File: config.mk
export PLATFORM = sky130hd
export DESIGN_NAME = rts_reset_timeout_sequencer
export DESIGN_NICKNAME = d
export VERILOG_FILES = /design/src/rts_pkg.sv /design/src/rts_reset_timeout_sequencer.sv
export SDC_FILE = /design/constraint.sdc
export NUM_CORES = 1
export LEC_CHECK = 0
export BUFFER_PORTS_ARGS = -buffer_cell sky130_fd_sc_hd__buf_2
export CAP_MARGIN = 20
export CORE_MARGIN = 10
export CORE_UTILIZATION = 50
export DETAILED_ROUTE_END_ITERATION = 6
export GPL_ROUTABILITY_DRIVEN = 0
export HOLD_SLACK_MARGIN = 0.15
export PLACE_DENSITY_LB_ADDON = 0.3
export SETUP_SLACK_MARGIN = 0.2
export SYNTH_ARGS = -nofsm -noshare
export SYNTH_HDL_FRONTEND = slang
export SYNTH_SLANG_ARGS = --single-unit
File: constraint.sdc
create_clock -name aclk -period 2 [get_ports aclk]
set_input_delay 0.4 -clock aclk [delete_from_list [all_inputs] [get_ports aclk]]
set_output_delay 0.4 -clock aclk [all_outputs]
set_load 0.02 [all_outputs]
File: src/rts_pkg.sv
/*
  Constants, register map and types of the reset and time-out sequencer.
  Assumes a single 200 MHz bus clock and an AXI4-Lite register bus.
*/
package rts_pkg;
  localparam int unsigned CLK_HZ        = 200_000_000;
  localparam int unsigned CLK_PERIOD_NS = 1_000_000_000 / CLK_HZ;
  localparam int unsigned RC_HZ         = 31_000;
  localparam int unsigned POWER_UP_DELAY_TIMER_TIME_MS  = 64;
  localparam int unsigned POWER_UP_DELAY_TIMER_RC_CYC   = POWER_UP_DELAY_TIMER_TIME_MS * RC_HZ / 1000;
  localparam int unsigned OST_CYC       = 1024;
  localparam int unsigned BOR_QUAL_NS   = 100;
  localparam int unsigned BOR_QUAL_CYC  = (BOR_QUAL_NS + CLK_PERIOD_NS - 1) / CLK_PERIOD_NS;

  localparam int unsigned IDX_W = 10;
  localparam logic [IDX_W-1:0] CFG_IDX    = 10'h080;
  localparam logic [IDX_W-1:0] STATUS_IDX = 10'h083;
  localparam logic [IDX_W-1:0] POWER_CONTROL_RESET_CAUSE_IDX   = 10'h08e;

  localparam int unsigned POWER_CONTROL_RESET_CAUSE_BOR_BIT = 0;
  localparam int unsigned POWER_CONTROL_RESET_CAUSE_POR_BIT = 1;
  localparam int unsigned STAT_PD_BIT  = 3;
  localparam int unsigned STAT_TO_BIT  = 4;
  localparam int unsigned CFG_OSC_LSB  = 0;
  localparam int unsigned CFG_POWER_UP_DELAY_TIMER_BIT = 4;
  localparam int unsigned CFG_BOR_LSB  = 8;

  localparam logic [2:0] OSC_RST  = 3'h4;
  localparam logic [2:0] OSC_EC   = 3'h3;
  localparam logic       POWER_UP_DELAY_TIMER_RST = 1'h0;
  localparam logic [1:0] BOR_ON   = 2'h3;
  localparam logic [1:0] BOR_RUN  = 2'h2;
  localparam logic [1:0] BOR_RST  = 2'h3;

  localparam logic [1:0] RESP_OKAY   = 2'h0;
  localparam logic [1:0] RESP_SLVERR = 2'h2;

  localparam int unsigned PIN_POR = 0;
  localparam int unsigned PIN_BOR = 1;
  localparam int unsigned PIN_EXT = 2;
  localparam int unsigned PIN_RC  = 3;
  localparam int unsigned PIN_OSC = 4;
  localparam int unsigned NPIN    = 5;

  typedef enum logic [2:0] {
    ST_HOLD  = 3'h0,
    ST_POWER_UP_DELAY_TIMER  = 3'h1,
    ST_OST   = 3'h3,
    ST_RUN   = 3'h2,
    ST_SLEEP = 3'h6
  } rts_state_t;
endpackage

File: src/rts_reset_timeout_sequencer.sv
/*
  Reset and time-out sequencer: power-on and brown-out handling, power-up
  delay on rc ticks, oscillator start-up count, reset cause flags, AXI4-Lite
  registers. Assumes analog monitors and oscillators arrive as raw pins and
  that the cpu drives sleep, wake and watchdog pulses on aclk.
*/
`timescale 1ns/10ps
`default_nettype none
module rts_reset_timeout_sequencer
  import rts_pkg::*;
#(
  parameter int unsigned ADDR_W   = 12,
  parameter int unsigned POWER_UP_DELAY_TIMER_CYC = POWER_UP_DELAY_TIMER_RC_CYC,
  parameter int unsigned BOR_QUAL = BOR_QUAL_CYC
) (
  input  wire logic              aclk,
  input  wire logic              aresetn,
  input  wire logic              por_n,
  input  wire logic              supply_below_threshold,
  input  wire logic              external_reset_pin_n,
  input  wire logic              rc_osc_clk,
  input  wire logic              sys_osc_clk,
  input  wire logic              sleep_req,
  input  wire logic              wake_irq,
  input  wire logic              wdt_timeout,
  output logic                   core_reset_n,
  output logic                   brown_out_detect_en,
  input  wire logic [ADDR_W-1:0] awaddr,
  input  wire logic              awvalid,
  output logic                   awready,
  input  wire logic [31:0]       wdata,
  input  wire logic [3:0]        wstrb,
  input  wire logic              wvalid,
  output logic                   wready,
  output logic [1:0]             bresp,
  output logic                   bvalid,
  input  wire logic              bready,
  input  wire logic [ADDR_W-1:0] araddr,
  input  wire logic              arvalid,
  output logic                   arready,
  output logic [31:0]            rdata,
  output logic [1:0]             rresp,
  output logic                   rvalid,
  input  wire logic              rready
);
  localparam int unsigned PW = $clog2(POWER_UP_DELAY_TIMER_CYC + 1);
  localparam int unsigned QW = $clog2(BOR_QUAL + 1);
  localparam int unsigned OW = $clog2(OST_CYC);
  localparam logic [PW-1:0] POWER_UP_DELAY_TIMER_LAST = PW'(POWER_UP_DELAY_TIMER_CYC - 1);
  localparam logic [QW-1:0] QUAL_FULL = QW'(BOR_QUAL);
  localparam logic [OW-1:0] OST_LAST  = OW'(OST_CYC - 1);

  rts_state_t      state_q;
  logic [NPIN-1:0] sync1_q, sync2_q, sync3_q;
  logic [PW-1:0]   power_up_delay_timer_cnt_q;
  logic [OW-1:0]   ost_cnt_q;
  logic [QW-1:0]   qual_cnt_q;
  logic [2:0]      osc_mode_q;
  logic            power_up_delay_timer_dis_q;
  logic [1:0]      bor_mode_q;
  logic            to_q, pd_q, por_flag_q, bor_flag_q;
  logic            aw_full_q, w_full_q;
  logic [ADDR_W-1:0] aw_addr_q;
  logic [31:0]     wdata_q;
  logic [3:0]      wstrb_q;

  logic por_low, supply_low, ext_low, rc_tick, osc_tick;
  logic brown_out, supply_ok, is_xtal, wr_go, aw_full_d;
  logic w_full_d, rvalid_d, ar_take, power_control_reset_cause_wr, cfg_wr;

  function automatic logic reg_hit(input logic [ADDR_W-1:0] a, input logic [IDX_W-1:0] i);
    return a[IDX_W+1:2] == i;
  endfunction

  function automatic logic is_mapped(input logic [ADDR_W-1:0] a);
    return reg_hit(a, CFG_IDX) || reg_hit(a, STATUS_IDX) || reg_hit(a, POWER_CONTROL_RESET_CAUSE_IDX);
  endfunction

  // pins pass two flops; edges taken between second and third
  always_ff @(posedge aclk) begin
    if (!aresetn) begin
      sync1_q <= '0;
      sync2_q <= '0;
      sync3_q <= '0;
    end else begin
      sync1_q <= {sys_osc_clk, rc_osc_clk, external_reset_pin_n,
                  supply_below_threshold, por_n};
      sync2_q <= sync1_q;
      sync3_q <= sync2_q;
    end
  end

  assign por_low    = ~sync2_q[PIN_POR];
  assign supply_low = sync2_q[PIN_BOR];
  assign ext_low    = ~sync2_q[PIN_EXT];
  assign rc_tick    = sync2_q[PIN_RC] & ~sync3_q[PIN_RC];
  assign osc_tick   = sync2_q[PIN_OSC] & ~sync3_q[PIN_OSC];
  assign is_xtal    = osc_mode_q < OSC_EC;
  assign brown_out  = qual_cnt_q == QUAL_FULL;
  assign supply_ok  = ~(brown_out_detect_en & supply_low);

  // detector enable per mode and sleep
  always_ff @(posedge aclk) begin
    if (!aresetn) begin
      brown_out_detect_en <= 1'b0;
    end else begin
      brown_out_detect_en <= (bor_mode_q == BOR_ON) ||
                             (bor_mode_q == BOR_RUN && state_q != ST_SLEEP);
    end
  end

  // low supply must persist for the qualification time
  always_ff @(posedge aclk) begin
    if (!aresetn || !brown_out_detect_en || !supply_low) begin
      qual_cnt_q <= '0;
    end else if (!brown_out) begin
      qual_cnt_q <= qual_cnt_q + QW'(1);
    end
  end

  always_ff @(posedge aclk) begin
    if (!aresetn) begin
      state_q <= ST_HOLD;
    end else if (por_low || brown_out) begin
      state_q <= ST_HOLD;
    end else begin
      case (state_q)
        ST_HOLD: begin
          if (supply_ok) begin
            if (!power_up_delay_timer_dis_q) begin
              state_q <= ST_POWER_UP_DELAY_TIMER;
            end else if (is_xtal) begin
              state_q <= ST_OST;
            end else begin
              state_q <= ST_RUN;
            end
          end
        end
        ST_POWER_UP_DELAY_TIMER: begin
          if (rc_tick && power_up_delay_timer_cnt_q == POWER_UP_DELAY_TIMER_LAST) begin
            state_q <= is_xtal ? ST_OST : ST_RUN;
          end
        end
        ST_OST: begin
          if (osc_tick && ost_cnt_q == OST_LAST) begin
            state_q <= ST_RUN;
          end
        end
        ST_RUN: begin
          if (sleep_req) begin
            state_q <= ST_SLEEP;
          end
        end
        ST_SLEEP: begin
          if (wake_irq || wdt_timeout || ext_low) begin
            state_q <= is_xtal ? ST_OST : ST_RUN;
          end
        end
        default: state_q <= ST_HOLD;
      endcase
    end
  end

  // delay counter advances only on rc ticks
  always_ff @(posedge aclk) begin
    if (!aresetn || state_q != ST_POWER_UP_DELAY_TIMER || por_low || brown_out) begin
      power_up_delay_timer_cnt_q <= '0;
    end else if (rc_tick) begin
      power_up_delay_timer_cnt_q <= power_up_delay_timer_cnt_q + PW'(1);
    end
  end

  always_ff @(posedge aclk) begin
    if (!aresetn || state_q != ST_OST || por_low || brown_out) begin
      ost_cnt_q <= '0;
    end else if (osc_tick) begin
      ost_cnt_q <= ost_cnt_q + OW'(1);
    end
  end

  // pin gates the core and wakes from sleep; delays run regardless
  always_ff @(posedge aclk) begin
    if (!aresetn) begin
      core_reset_n <= 1'b0;
    end else begin
      core_reset_n <= (state_q == ST_RUN || state_q == ST_SLEEP) && !ext_low &&
                      !(wdt_timeout && state_q == ST_RUN);
    end
  end

  always_ff @(posedge aclk) begin
    if (!aresetn || por_low || brown_out) begin
      to_q <= 1'b1;
      pd_q <= 1'b1;
    end else if (state_q == ST_RUN && wdt_timeout) begin
      to_q <= 1'b0;
    end else if (state_q == ST_SLEEP && wdt_timeout) begin
      to_q <= 1'b0;
      pd_q <= 1'b0;
    end else if (state_q == ST_SLEEP && ext_low) begin
      to_q <= 1'b1;
      pd_q <= 1'b0;
    end else if (state_q == ST_RUN && sleep_req) begin
      to_q <= 1'b1;
      pd_q <= 1'b0;
    end
  end

  // hardware clear wins over a software write in the same cycle
  always_ff @(posedge aclk) begin
    if (!aresetn || por_low) begin
      por_flag_q <= 1'b0;
    end else if (power_control_reset_cause_wr) begin
      por_flag_q <= wdata_q[POWER_CONTROL_RESET_CAUSE_POR_BIT];
    end
  end

  always_ff @(posedge aclk) begin
    if (!aresetn || brown_out) begin
      bor_flag_q <= 1'b0;
    end else if (power_control_reset_cause_wr) begin
      bor_flag_q <= wdata_q[POWER_CONTROL_RESET_CAUSE_BOR_BIT];
    end
  end

  always_ff @(posedge aclk) begin
    if (!aresetn) begin
      osc_mode_q <= OSC_RST;
      power_up_delay_timer_dis_q <= POWER_UP_DELAY_TIMER_RST;
      bor_mode_q <= BOR_RST;
    end else if (cfg_wr) begin
      if (wstrb_q[0]) begin
        osc_mode_q <= wdata_q[CFG_OSC_LSB +: 3];
        power_up_delay_timer_dis_q <= wdata_q[CFG_POWER_UP_DELAY_TIMER_BIT];
      end
      if (wstrb_q[1]) begin
        bor_mode_q <= wdata_q[CFG_BOR_LSB +: 2];
      end
    end
  end

  // write channel: address and data latched independently
  assign wr_go     = aw_full_q && w_full_q && !bvalid;
  assign aw_full_d = (aw_full_q && !wr_go) || (awvalid && awready);
  assign w_full_d  = (w_full_q && !wr_go) || (wvalid && wready);
  assign power_control_reset_cause_wr   = wr_go && reg_hit(aw_addr_q, POWER_CONTROL_RESET_CAUSE_IDX) && wstrb_q[0];
  assign cfg_wr    = wr_go && reg_hit(aw_addr_q, CFG_IDX);

  always_ff @(posedge aclk) begin
    if (!aresetn) begin
      aw_full_q <= 1'b0;
      w_full_q  <= 1'b0;
      awready   <= 1'b0;
      wready    <= 1'b0;
      aw_addr_q <= '0;
      wdata_q   <= '0;
      wstrb_q   <= '0;
    end else begin
      aw_full_q <= aw_full_d;
      w_full_q  <= w_full_d;
      awready   <= !aw_full_d;
      wready    <= !w_full_d;
      if (awvalid && awready) begin
        aw_addr_q <= awaddr;
      end
      if (wvalid && wready) begin
        wdata_q <= wdata;
        wstrb_q <= wstrb;
      end
    end
  end

  always_ff @(posedge aclk) begin
    if (!aresetn) begin
      bvalid <= 1'b0;
      bresp  <= RESP_OKAY;
    end else if (wr_go) begin
      bvalid <= 1'b1;
      bresp  <= is_mapped(aw_addr_q) ? RESP_OKAY : RESP_SLVERR;
    end else if (bready) begin
      bvalid <= 1'b0;
    end
  end

  // read channel
  assign ar_take  = arvalid && arready;
  assign rvalid_d = (rvalid && !rready) || ar_take;

  always_ff @(posedge aclk) begin
    if (!aresetn) begin
      arready <= 1'b0;
      rvalid  <= 1'b0;
      rdata   <= '0;
      rresp   <= RESP_OKAY;
    end else begin
      arready <= !rvalid_d;
      rvalid  <= rvalid_d;
      if (ar_take) begin
        rdata <= '0;
        rresp <= is_mapped(araddr) ? RESP_OKAY : RESP_SLVERR;
        if (reg_hit(araddr, POWER_CONTROL_RESET_CAUSE_IDX)) begin
          rdata[POWER_CONTROL_RESET_CAUSE_POR_BIT] <= por_flag_q;
          rdata[POWER_CONTROL_RESET_CAUSE_BOR_BIT] <= bor_flag_q;
        end
        if (reg_hit(araddr, STATUS_IDX)) begin
          rdata[STAT_TO_BIT] <= to_q;
          rdata[STAT_PD_BIT] <= pd_q;
        end
        if (reg_hit(araddr, CFG_IDX)) begin
          rdata[CFG_OSC_LSB +: 3] <= osc_mode_q;
          rdata[CFG_POWER_UP_DELAY_TIMER_BIT]     <= power_up_delay_timer_dis_q;
          rdata[CFG_BOR_LSB +: 2] <= bor_mode_q;
        end
      end
    end
  end
endmodule
`default_nettype wire

==> Yosys cells after proc, flatten, opt, wreduce, memory -nomap -nowiden <==
Cells that the tools add are included.
{ "op_classes": {"add_sub_neg": 3, "magnitude_cmp": 1, "eq_ne": 23, "mux": 24, "bitwise_logic": 9, "n_reduce_logical": 62} }
{ "op_table": {"columns": ["cell", "count"], "rows": [
  ["$eq A10 B8 Y1 const B", 6],
  ["$logic_or A1 B1 Y1", 23],
  ["$logic_and A1 B1 Y1", 20],
  ["$mux W3", 6],
  ["$pmux W3 S5", 1],
  ["$mux W2", 6],
  ["$add A11 B1 Y11 const B", 1],
  ["$eq A11 B11 Y1 const B", 1],
  ["$mux W1", 11],
  ["$add A10 B1 Y10 const B", 1],
  ["$eq A10 B10 Y1 const B", 1],
  ["$logic_not A1 Y1", 10],
  ["$ne A2 B2 Y1 const B", 5],
  ["$eq A3 B2 Y1 const B", 2],
  ["$not A1 Y1", 6],
  ["$reduce_and A2 Y1", 3],
  ["$add A5 B1 Y5 const B", 1],
  ["$eq A5 B5 Y1 const B", 1],
  ["$reduce_and A5 Y1", 1],
  ["$eq A2 B2 Y1 const B", 2],
  ["$reduce_bool A4 Y1", 1],
  ["$and A1 B1 Y1", 3],
  ["$eq A3 B1 Y1 const B", 1],
  ["$eq A3 B3 Y1 const B", 1],
  ["other kinds (8)", 8]
]} }
{ "totals": {"regBits": 98} }

==> Depth between registers and ports, before layout <==
Gate-level depths: netlist (run 1).
{ "logic_depth": {"word_depth": 6, "mapped_depth": 8} }

==> Least setup slack after synthesis (run 1) <==
Ideal clock, no wire load.
{ "synth_path": {"path_type": "input to register", "from": "input port araddr[7]", "to": "register rdata[0]", "setup_time_ns": 0.117, "t_arrival_ns": 1.549, "path_slack_ns": 0.334, "path_stages": 4, "path_cell_list": "or4b_4 nor4b_4 mux2i_1 o21ai_1"} }
{ "synth_between": {"elab_chain_cells": 3, "elab_cells_between_ends": 4, "cone_classes": "2 x eq/ne; 2 x mux"} }
{ "synth_rtl": {"columns": ["element", "line", "text"], "rows": [
  ["start: declaration", "rts_reset_timeout_sequencer.sv:38", "input wire logic [ADDR_W-1:0] araddr,"],
  ["$eq A10 B8 Y1", "rts_reset_timeout_sequencer.sv:72", "return a[IDX_W+1:2] == i;"],
  ["$mux W2", "rts_reset_timeout_sequencer.sv:301", "if (reg_hit(araddr, POWER_CONTROL_RESET_CAUSE_IDX)) begin"],
  ["$mux W3 (*)", "rts_reset_timeout_sequencer.sv:309", "if (reg_hit(araddr, CFG_IDX)) begin"],
  ["end signal: indexed assignment", "rts_reset_timeout_sequencer.sv:302", "rdata[POWER_CONTROL_RESET_CAUSE_POR_BIT] <= por_flag_q;"],
  ["end signal: indexed assignment", "rts_reset_timeout_sequencer.sv:303", "rdata[POWER_CONTROL_RESET_CAUSE_BOR_BIT] <= bor_flag_q;"],
  ["end signal: indexed assignment", "rts_reset_timeout_sequencer.sv:310", "rdata[CFG_OSC_LSB +: 3] <= osc_mode_q;"],
  ["end: declaration", "rts_reset_timeout_sequencer.sv:41", "output logic [31:0] rdata,"]
]} }
Every way passes the cells marked *; elsewhere a longest branch is shown, timed or not.
A chain may end at the register's enable or synchronous reset.

==> Final worst setup path (run 1) <==
{ "layout_path": {"from": "register power_up_delay_timer_cnt_q[0]", "to": "register state_q[0]"} }
{ "layout_between": {"elab_chain_cells": 4} }
{ "layout_rtl": {"columns": ["element", "line", "text"], "rows": [
  ["start: declaration", "rts_reset_timeout_sequencer.sv:55", "logic [PW-1:0] power_up_delay_timer_cnt_q;"],
  ["start signal: assignment", "rts_reset_timeout_sequencer.sv:169", "power_up_delay_timer_cnt_q <= power_up_delay_timer_cnt_q + PW'(1);"],
  ["$eq A11 B11 Y1", "rts_reset_timeout_sequencer.sv:140", "if (rc_tick && power_up_delay_timer_cnt_q == POWER_UP_DELAY_TIMER_LAST) begin"],
  ["$logic_and A1 B1 Y1", "rts_reset_timeout_sequencer.sv:140", null],
  ["$ne A2 B2 Y1 (no line)", null, null],
  ["$reduce_and A5 Y1 (no line)", null, null],
  ["end signal: assignment", "rts_reset_timeout_sequencer.sv:141", "state_q <= is_xtal ? ST_OST : ST_RUN;"],
  ["end signal: assignment", "rts_reset_timeout_sequencer.sv:156", "state_q <= is_xtal ? ST_OST : ST_RUN;"],
  ["end: declaration", "rts_reset_timeout_sequencer.sv:53", "rts_state_t state_q;"]
]} }
No other way between the ends.

==> qor.yml, run 1 <==
cells_and_area:
  nNetsFinal: 570
  stdcell_count: 594
  n_antenna_cell: 0
  layout-area-overhead-vs-synth_pct: 14.83
  post_route_cells_drive_above_1_share_pct: 17.78
  utilization_pct: 59.86
setup_path:
  endpoint: "state_q[0]$_SDFFE_PP0P_"
  crit_type: "reg2reg"
  timing.rr.start: "power_up_delay_timer_cnt_q[0]$_SDFFE_PP0P_"
  start_kind: "register"
  r2r_cells: 5
  slowest_delay_ns: 0.40
  critPathArrivalTime_ns: 1.95
  r2r_slack_ns: 0.29
  worstPathRequired_ns: 2.24
  worstSetupEndpointType: "register"
  crit_chain: "ha_1, and4b_2, nand2_1, o41a_1, o311a_1"
  rr_endpoint: "state_q[0]$_SDFFE_PP0P_"
  critPathLaunch: "power_up_delay_timer_cnt_q[0]$_SDFFE_PP0P_"
  path_max_fanout: 3
  critPathSlowestCell: "o41a_1"
routing:
  drtIter0Drc: 65
  wl_per_cell_um: 13.08
  vias_per_cell: 4.997
  vias: 2968
  dr.pass1.iters: 4
  drc_errors: 0
  ant_nets: 0
  routed_wl_um: 7772
floorplan:
  core_area_mm2: 0.007331
  pin_count: 118
  die_h_um: 107.4
  die_width_um: 107.4
  initial_utilization_pct: 52.12
  rows: 31
  die-area_mm2: 0.01154
synth:
  syn_inst: 434
  synth.distinct_cells: 46
  yosys.area.top_type_share_pct: 45.58
  ys_seq_area_share_pct: 45.58
  syn_avg_cell_area_um2: 8.805
  yosysWarnings: 0
  synth-seq-cells: 87
  synth_edf_count: 0
  synthArstFlopShare_pct: 0
  synth_area_leader_cell: "dfxtp_1"
  synth.area.top_cells: "dfxtp_1, nand2_1, buf_4"
  syn-cell-area_mm2: 0.003821
  synth_ff_type: "dfxtp_1"
global_routing:
  grt_overflow: 0
  grt_use_total_pct: 13.58
  grt_antenna_before_repair: 0
  grt_pass1_vias: 3013
  grt_max_degree: 36
  grt_pass1_wl_um: 13150
pwr:
  p_total_mw: 3.648
  powerDensity_mw_per_mm2: 831.4
  ir_drop_uv: 401.7
  p_leak_nw: 1.711
outcome:
  status: "finished, final reports clean"
clock_network:
  insertion_delay_ns: 0.35
  cts.sinks: 87
  cts-htree-levels: 3
  cts_made_buffers: 9
  ctsLongestPathBuffers: 2
  cts_root_buf: "clkbuf_8"
  cts_tree: "yes"
  hold_buffers: 0
  clk_pin_slew_worst_paths_ns: 0.08
sta:
  tns_ns: 0
  hold_viol_final: 0
  rsz0062_at_grt: "false"
  period_minus_slack_ns: 1.705
  relSlewSlack_pct: 65.98
  drv_slew: 0
  setup_viol: 0
  setup_ws_ns: 0.2947
  min_period_over_period_pct: 85.26
  fin_skew_ns: 0.007283
  tightest_slew_ns: 0.5093
  max_freq_mhz: 586.4
placed_design:
  port_buffers: 58
  detailed_place_hpwl_um: 5787
  pre_cts_slack_ns: 0.1193
  placed_cells: 578
worst_hold_path:
  hp-start: "external_reset_pin_n"
  hold_path.class: "in2reg"
job:
  maxCapViolations: 0
cell families (layout without fill, tap and decap cells):
logic type | count (synthesis) | after routing | synth area share, %
XOR/XNOR | 23 | 23 | 5.272
AND/OR/NAND/NOR | 201 | 201 | 27.01
AO/OA/AOI/OAI | 56 | 56 | 10.15
flip-flops | 87 | 87 | 45.58
buffers and inverters | 51 | 86 | 7.695
multiplexers | 11 | 11 | 2.882
other | 1 | 27 | 0.09814
adder cells (fa/ha/maj) | 4 | 4 | 1.310
registers in the layout, indices dropped and copies added (netlist names), 2 cells and up:
signal	cells
aw_addr_q	10
wdata_q	6
sync2_q	5
ost_cnt_q	10
wstrb_q	2
rdata	7
sync1_q	5
sync3_q	2
bor_mode_q	2
state_q	3
qual_cnt_q	5
osc_mode_q	3
power_up_delay_timer_cnt_q	11
worst max-delay path, delay by kind of cell (launching register included):
kind	cells	cell delay, ns
adder cells (fa/ha/maj)	1	0.17
flip-flops	1	0.35
AO/OA/AOI/OAI	2	0.75
AND/OR/NAND/NOR	2	0.33
power breakdown:
group,switching (mW),total [mW],internal [mW]
sequential,0.0297,1.80,1.77
clock,0.608,1.60,0.988
combinational,0.156,0.250,0.0936
total,0.794,3.65,2.85
worst min-delay path by stage:
stage	endpoint	slack, ns	depth (start not counted)
3_3_place_gp	sync2_q[3]$_SDFF_PN0_	0.42	1
3_5_place_dp	sync2_q[3]$_SDFF_PN0_	0.42	1
4_1_cts	sync1_q[2]$_SDFF_PN0_	0.24	2
2_1_floorplan	sync2_q[0]$_SDFF_PN0_	0.41	1
6_report	sync1_q[2]$_SDFF_PN0_	0.25	2
5_1_grt	sync1_q[2]$_SDFF_PN0_	0.24	2
timing repair:
| item | in CTS | in global routing |
|---|---|---|
| buffers inserted | 0 | 1 |
| setup endpoints to repair | 0 | 6 |
| hold endpoints to repair | 0 | 0 |
| resized for setup | 0 | 6 |
through the flow:
stage,hold WS (ns),area [µm²]
after floorplan,0.4119,3919
after global placement,0.4199,4099
after detailed placement,0.4210,4099
after CTS,0.2356,4365
after global routing,0.2432,4388
final,0.2507,4388
cell usage in the layout (no fill, tap or decap), drive strengths merged, types with 9 or more instances in the layout:
master  instances
a21boi         26
buf            63
nand4          10
xnor2          10
mux2i          11
clkbuf         10
nand2          61
nor2           38
dfxtp          87
inv             9
xor2           13
conb           27
nand3          27
and2           17
cell usage after synthesis (4+ instances only):
master and n:
nand2b_1 5, nor2_1 38, buf_4 27, a31oi_1 4, xor2_1 13, dfxtp_1 87, nand4_1 10, nand3_1 27
ha_1 4, a21oi_1 6, nor3_1 5, and3_1 6, a21boi_0 26, inv_1 8, clkbuf_1 14, mux2i_1 11
nand2_1 61, nand3b_1 4, and2_1 16, xnor2_1 10, nor2b_1 8, o21ai_0 6
cell type report:
| type | instances | area [µm²] |
|---|---|---|
| Fill cell | 675 | 2943 |
| Multi-Input combinational cell | 322 | 1896 |
| Sequential cell | 87 | 1744 |
| Timing Repair Buffer | 63 | 327.8 |
| Clock buffer | 10 | 137.6 |
| Clock inverter | 5 | 128.9 |
| Tap cell | 99 | 123.9 |
| Inverter | 8 | 30.03 |
metal layers:
layer,vias up,GRT usage [%],share of wire [%]
li1,1534,-,-
met5,-,0,0
met1,1361,15.85,45
met4,0,5.725,1.7
met3,11,3.413,5.4
met2,62,23.12,48
Note: power is estimated with default switching activity, not from simulation.
==> inputs of run 2 (changes only) <==
--- a/config.mk
+++ b/config.mk
@@ -5,6 +5,7 @@
 export SDC_FILE = /design/constraint.sdc
 export NUM_CORES = 1
 export LEC_CHECK = 0
+export ABC_AREA = 1
 export BUFFER_PORTS_ARGS = -buffer_cell sky130_fd_sc_hd__buf_2
 export CAP_MARGIN = 20
 export CORE_MARGIN = 10
==> run 2 against run 1 <==
Effect of this change: first-iteration DRC count rose by 110%; highest routed layer unchanged; via count rose by 9.2%; global-route usage rose by 0.19 points; die area rose by 1.9%; power fell by 9.0%; utilization fell by 2.6 points; sequential share of layout area fell by 0.19 points; fmax rose by 15%; synthesized cell count rose by 20%; sequential power barely moved; largest cell class unchanged; clock power fell by 24%; flip-flop and latch count did not move.
==> qor.yml, run 2 <==
outcome:
  status: "finished, final reports clean"
setup_path:
  path_max_fanout: 4
  rr_endpoint: "state_q[1]$_SDFFE_PP0P_"
  timing.critical_path.buf_inv: 1
  path_delay_family: "simple AND/OR/NAND/NOR gates"
  r2r_cells: 10
  crit_chain: "ha_1, nand2_1, nor2_2, nand2_1, nor2_1, nor2_1, nor2_2, nand3_1, nand2_1, inv_1"
  timing.rr.start: "ost_cnt_q[0]$_SDFFE_PP0P_"
  slowest_delay_ns: 0.40
  critPathLaunch: "ost_cnt_q[0]$_SDFFE_PP0P_"
  r2r_slack_ns: 0.52
  critPathArrivalTime_ns: 1.73
  critPathSlowestCell: "dfxtp_1"
  worstPathRequired_ns: 2.26
  cp_common_cell: "nand2_1"
  worstSetupEndpointType: "register"
  start_kind: "register"
  crit_type: "reg2reg"
routing:
  ant_nets: 0
  drtIter0Drc: 135
  drc_errors: 0
  vias: 3240
  vias_per_cell: 4.709
  wl_per_cell_um: 11.80
  routed_wl_um: 8121
  dr.pass1.iters: 4
placed_design:
  detailed_place_hpwl_um: 6388
  pre_cts_slack_ns: 0.5331
  port_buffers: 58
synth:
  syn_avg_cell_area_um2: 7.539
  syn-cell-area_mm2: 0.003913
  yosys-mux-area-fraction_pct: 0
  yosys.area_share.adder_pct: 1.279
  ys_seq_area_share_pct: 44.52
  synthSimpleGateAreaFrac_pct: 28.11
  yosysWarnings: 0
  yosys.area.top_type_share_pct: 44.52
  synth_common_cells: "dfxtp_1, nand2_1, nor2_1, inv_1, a21oi_1"
  synth_xor_area_share_pct: 2.015
  synth.distinct_cells: 36
  synthArstFlopShare_pct: 0
  synth_ff_type: "dfxtp_1"
  synth_edf_count: 0
  synth_top_family_by_area: "simple AND/OR/NAND/NOR gates"
  synth_area_leader_cell: "dfxtp_1"
  yosysMostFrequentCell: "dfxtp_1"
  syn_inst: 519
  synth_compound_area_share_pct: 11.03
  synth-seq-cells: 87
  synth.area.top_cells: "dfxtp_1, nand2_1, nor2_1"
global_routing:
  grt_pass1_vias: 3208
  grt_pass1_wl_um: 13440
  grt_use_total_pct: 13.77
  grt_overflow: 0
  grt_max_degree: 22
  grt_antenna_before_repair: 0
cells_and_area:
  largest_reg_flops: 11
  final_common_cell: "dfxtp_1"
  nNetsFinal: 660
  post_route_cells_drive_above_1_share_pct: 19.62
  reg_top3: "power_up_delay_timer_cnt_q: 11 flops, aw_addr_q: 10 flops, ost_cnt_q: 10 flops"
  n_antenna_cell: 0
  utilization_pct: 57.28
  top_register: "power_up_delay_timer_cnt_q"
  fill_cells: 744
  layout_common_cells: "dfxtp_1, nand2_1, nor2_1, inv_1, buf_2"
  layout-area-overhead-vs-synth_pct: 12.54
worst_hold_path:
  min_path_cells: 3
  hold_path.class: "in2reg"
  hp-start: "por_n"
  worstHoldEndpoint: "sync1_q[0]$_SDFF_PN0_"
sta:
  min_period_over_period_pct: 73.83
  setup_viol: 0
  period_minus_slack_ns: 1.477
  relSlewSlack_pct: 65.59
  fin_skew_ns: 0.01001
  max_freq_mhz: 677.2
  setup_ws_ns: 0.5234
  rsz0062_at_grt: "false"
  tns_ns: 0
  hold_viol_final: 0
  tightest_slew_ns: 0.5156
  drv_slew: 0
clock_network:
  cts_root_buf: "clkbuf_8"
  clk_pin_slew_worst_paths_ns: 0.09
  cts.sinks: 87
  insertion_delay_ns: 0.35
  cts_tree: "yes"
  ctsLongestPathBuffers: 2
  cts_setup_buffers: 0
  cts-htree-levels: 3
  cts_made_buffers: 9
  cts_resized: 0
  hold_buffers: 0
floorplan:
  rows: 32
  die-area_mm2: 0.01176
  core_area_mm2: 0.007687
  pin_count: 118
  initial_utilization_pct: 50.90
  die_h_um: 108.5
  die_width_um: 108.5
pwr:
  p_leak_nw: 1.990
  ir_drop_uv: 413.0
  powerDensity_mw_per_mm2: 754.1
job:
  maxCapViolations: 0
-- run 2: logic make-up (layout without fill, tap and decap cells) --
family / count (synthesis) / count (layout)
simple gates: 226 / 226
other cells: 1 / 27
buf+inv: 107 / 148
flops: 87 / 87
fa+ha+maj: 4 / 4
xor+xnor: 9 / 9
compound gates: 85 / 85
-- run 2: final cells by class --
class / count / area (µm²) / share of cell area [%]
clock buffer: 9 / 123.9 / 2.813
clock inverter: 7 / 71.32 / 1.620
inverter: 72 / 271.5 / 6.167
multi-input combinational: 351 / 1762 / 40.01
sequential: 87 / 1742 / 39.56
tap: 102 / 127.6 / 2.899
timing repair buffer: 60 / 305.3 / 6.934
-- run 2: worst reg2reg max path, stage by stage (launching register included) --
cell     delay, ns
dfxtp_1       0.40
ha_1          0.19
nand2_1       0.07
nor2_2        0.14
nand2_1       0.11
nor2_1        0.14
nor2_1        0.07
nor2_2        0.10
nand3_1       0.08
nand2_1       0.06
inv_1         0.03
-- run 2: through the flow --
step | total power, mW | std cells | area [µm²] | hold WS, ns
after CTS | 3.358 | 688 | 4403 | 0.2135
after detailed placement | 2.152 | 672 | 4208 | 0.4018
final | 3.320 | 688 | 4403 | 0.2269
after global routing | 3.481 | 688 | 4403 | 0.2148
after floorplan | 2.097 | 545 | 4010 | 0.3905
after global placement | 2.143 | 672 | 4208 | 0.3952
-- run 2: how the worst max path moves through the flow --
stage / endpoint / cells after the start
global route: state_q[1]$_SDFFE_PP0P_ / 10
finish: state_q[1]$_SDFFE_PP0P_ / 10
global placement: awready$_SDFF_PN0_ / 6
floorplan: state_q[0]$_SDFFE_PP0P_ / 10
detailed placement: awready$_SDFF_PN0_ / 6
CTS: state_q[1]$_SDFFE_PP0P_ / 10
-- run 2: power by group --
part           leakage (nW)  internal [mW]  switching (mW)
sequential            0.709           1.79          0.0312
combinational          1.19         0.0942           0.201
clock                0.0916          0.577           0.632
total                  1.99           2.46           0.863
-- run 2: metal layers --
metal | GRT usage (%) | up-vias | part of all wire, % | wire length [µm]
met1 | 15.18 | 1430 | 43 | 3510
li1 | - | 1731 | - | -
met5 | 0 | - | 0 | 0
met4 | 4.802 | 0 | 0.73 | 59
met2 | 24.09 | 73 | 50 | 4079
met3 | 4.759 | 6 | 5.8 | 471
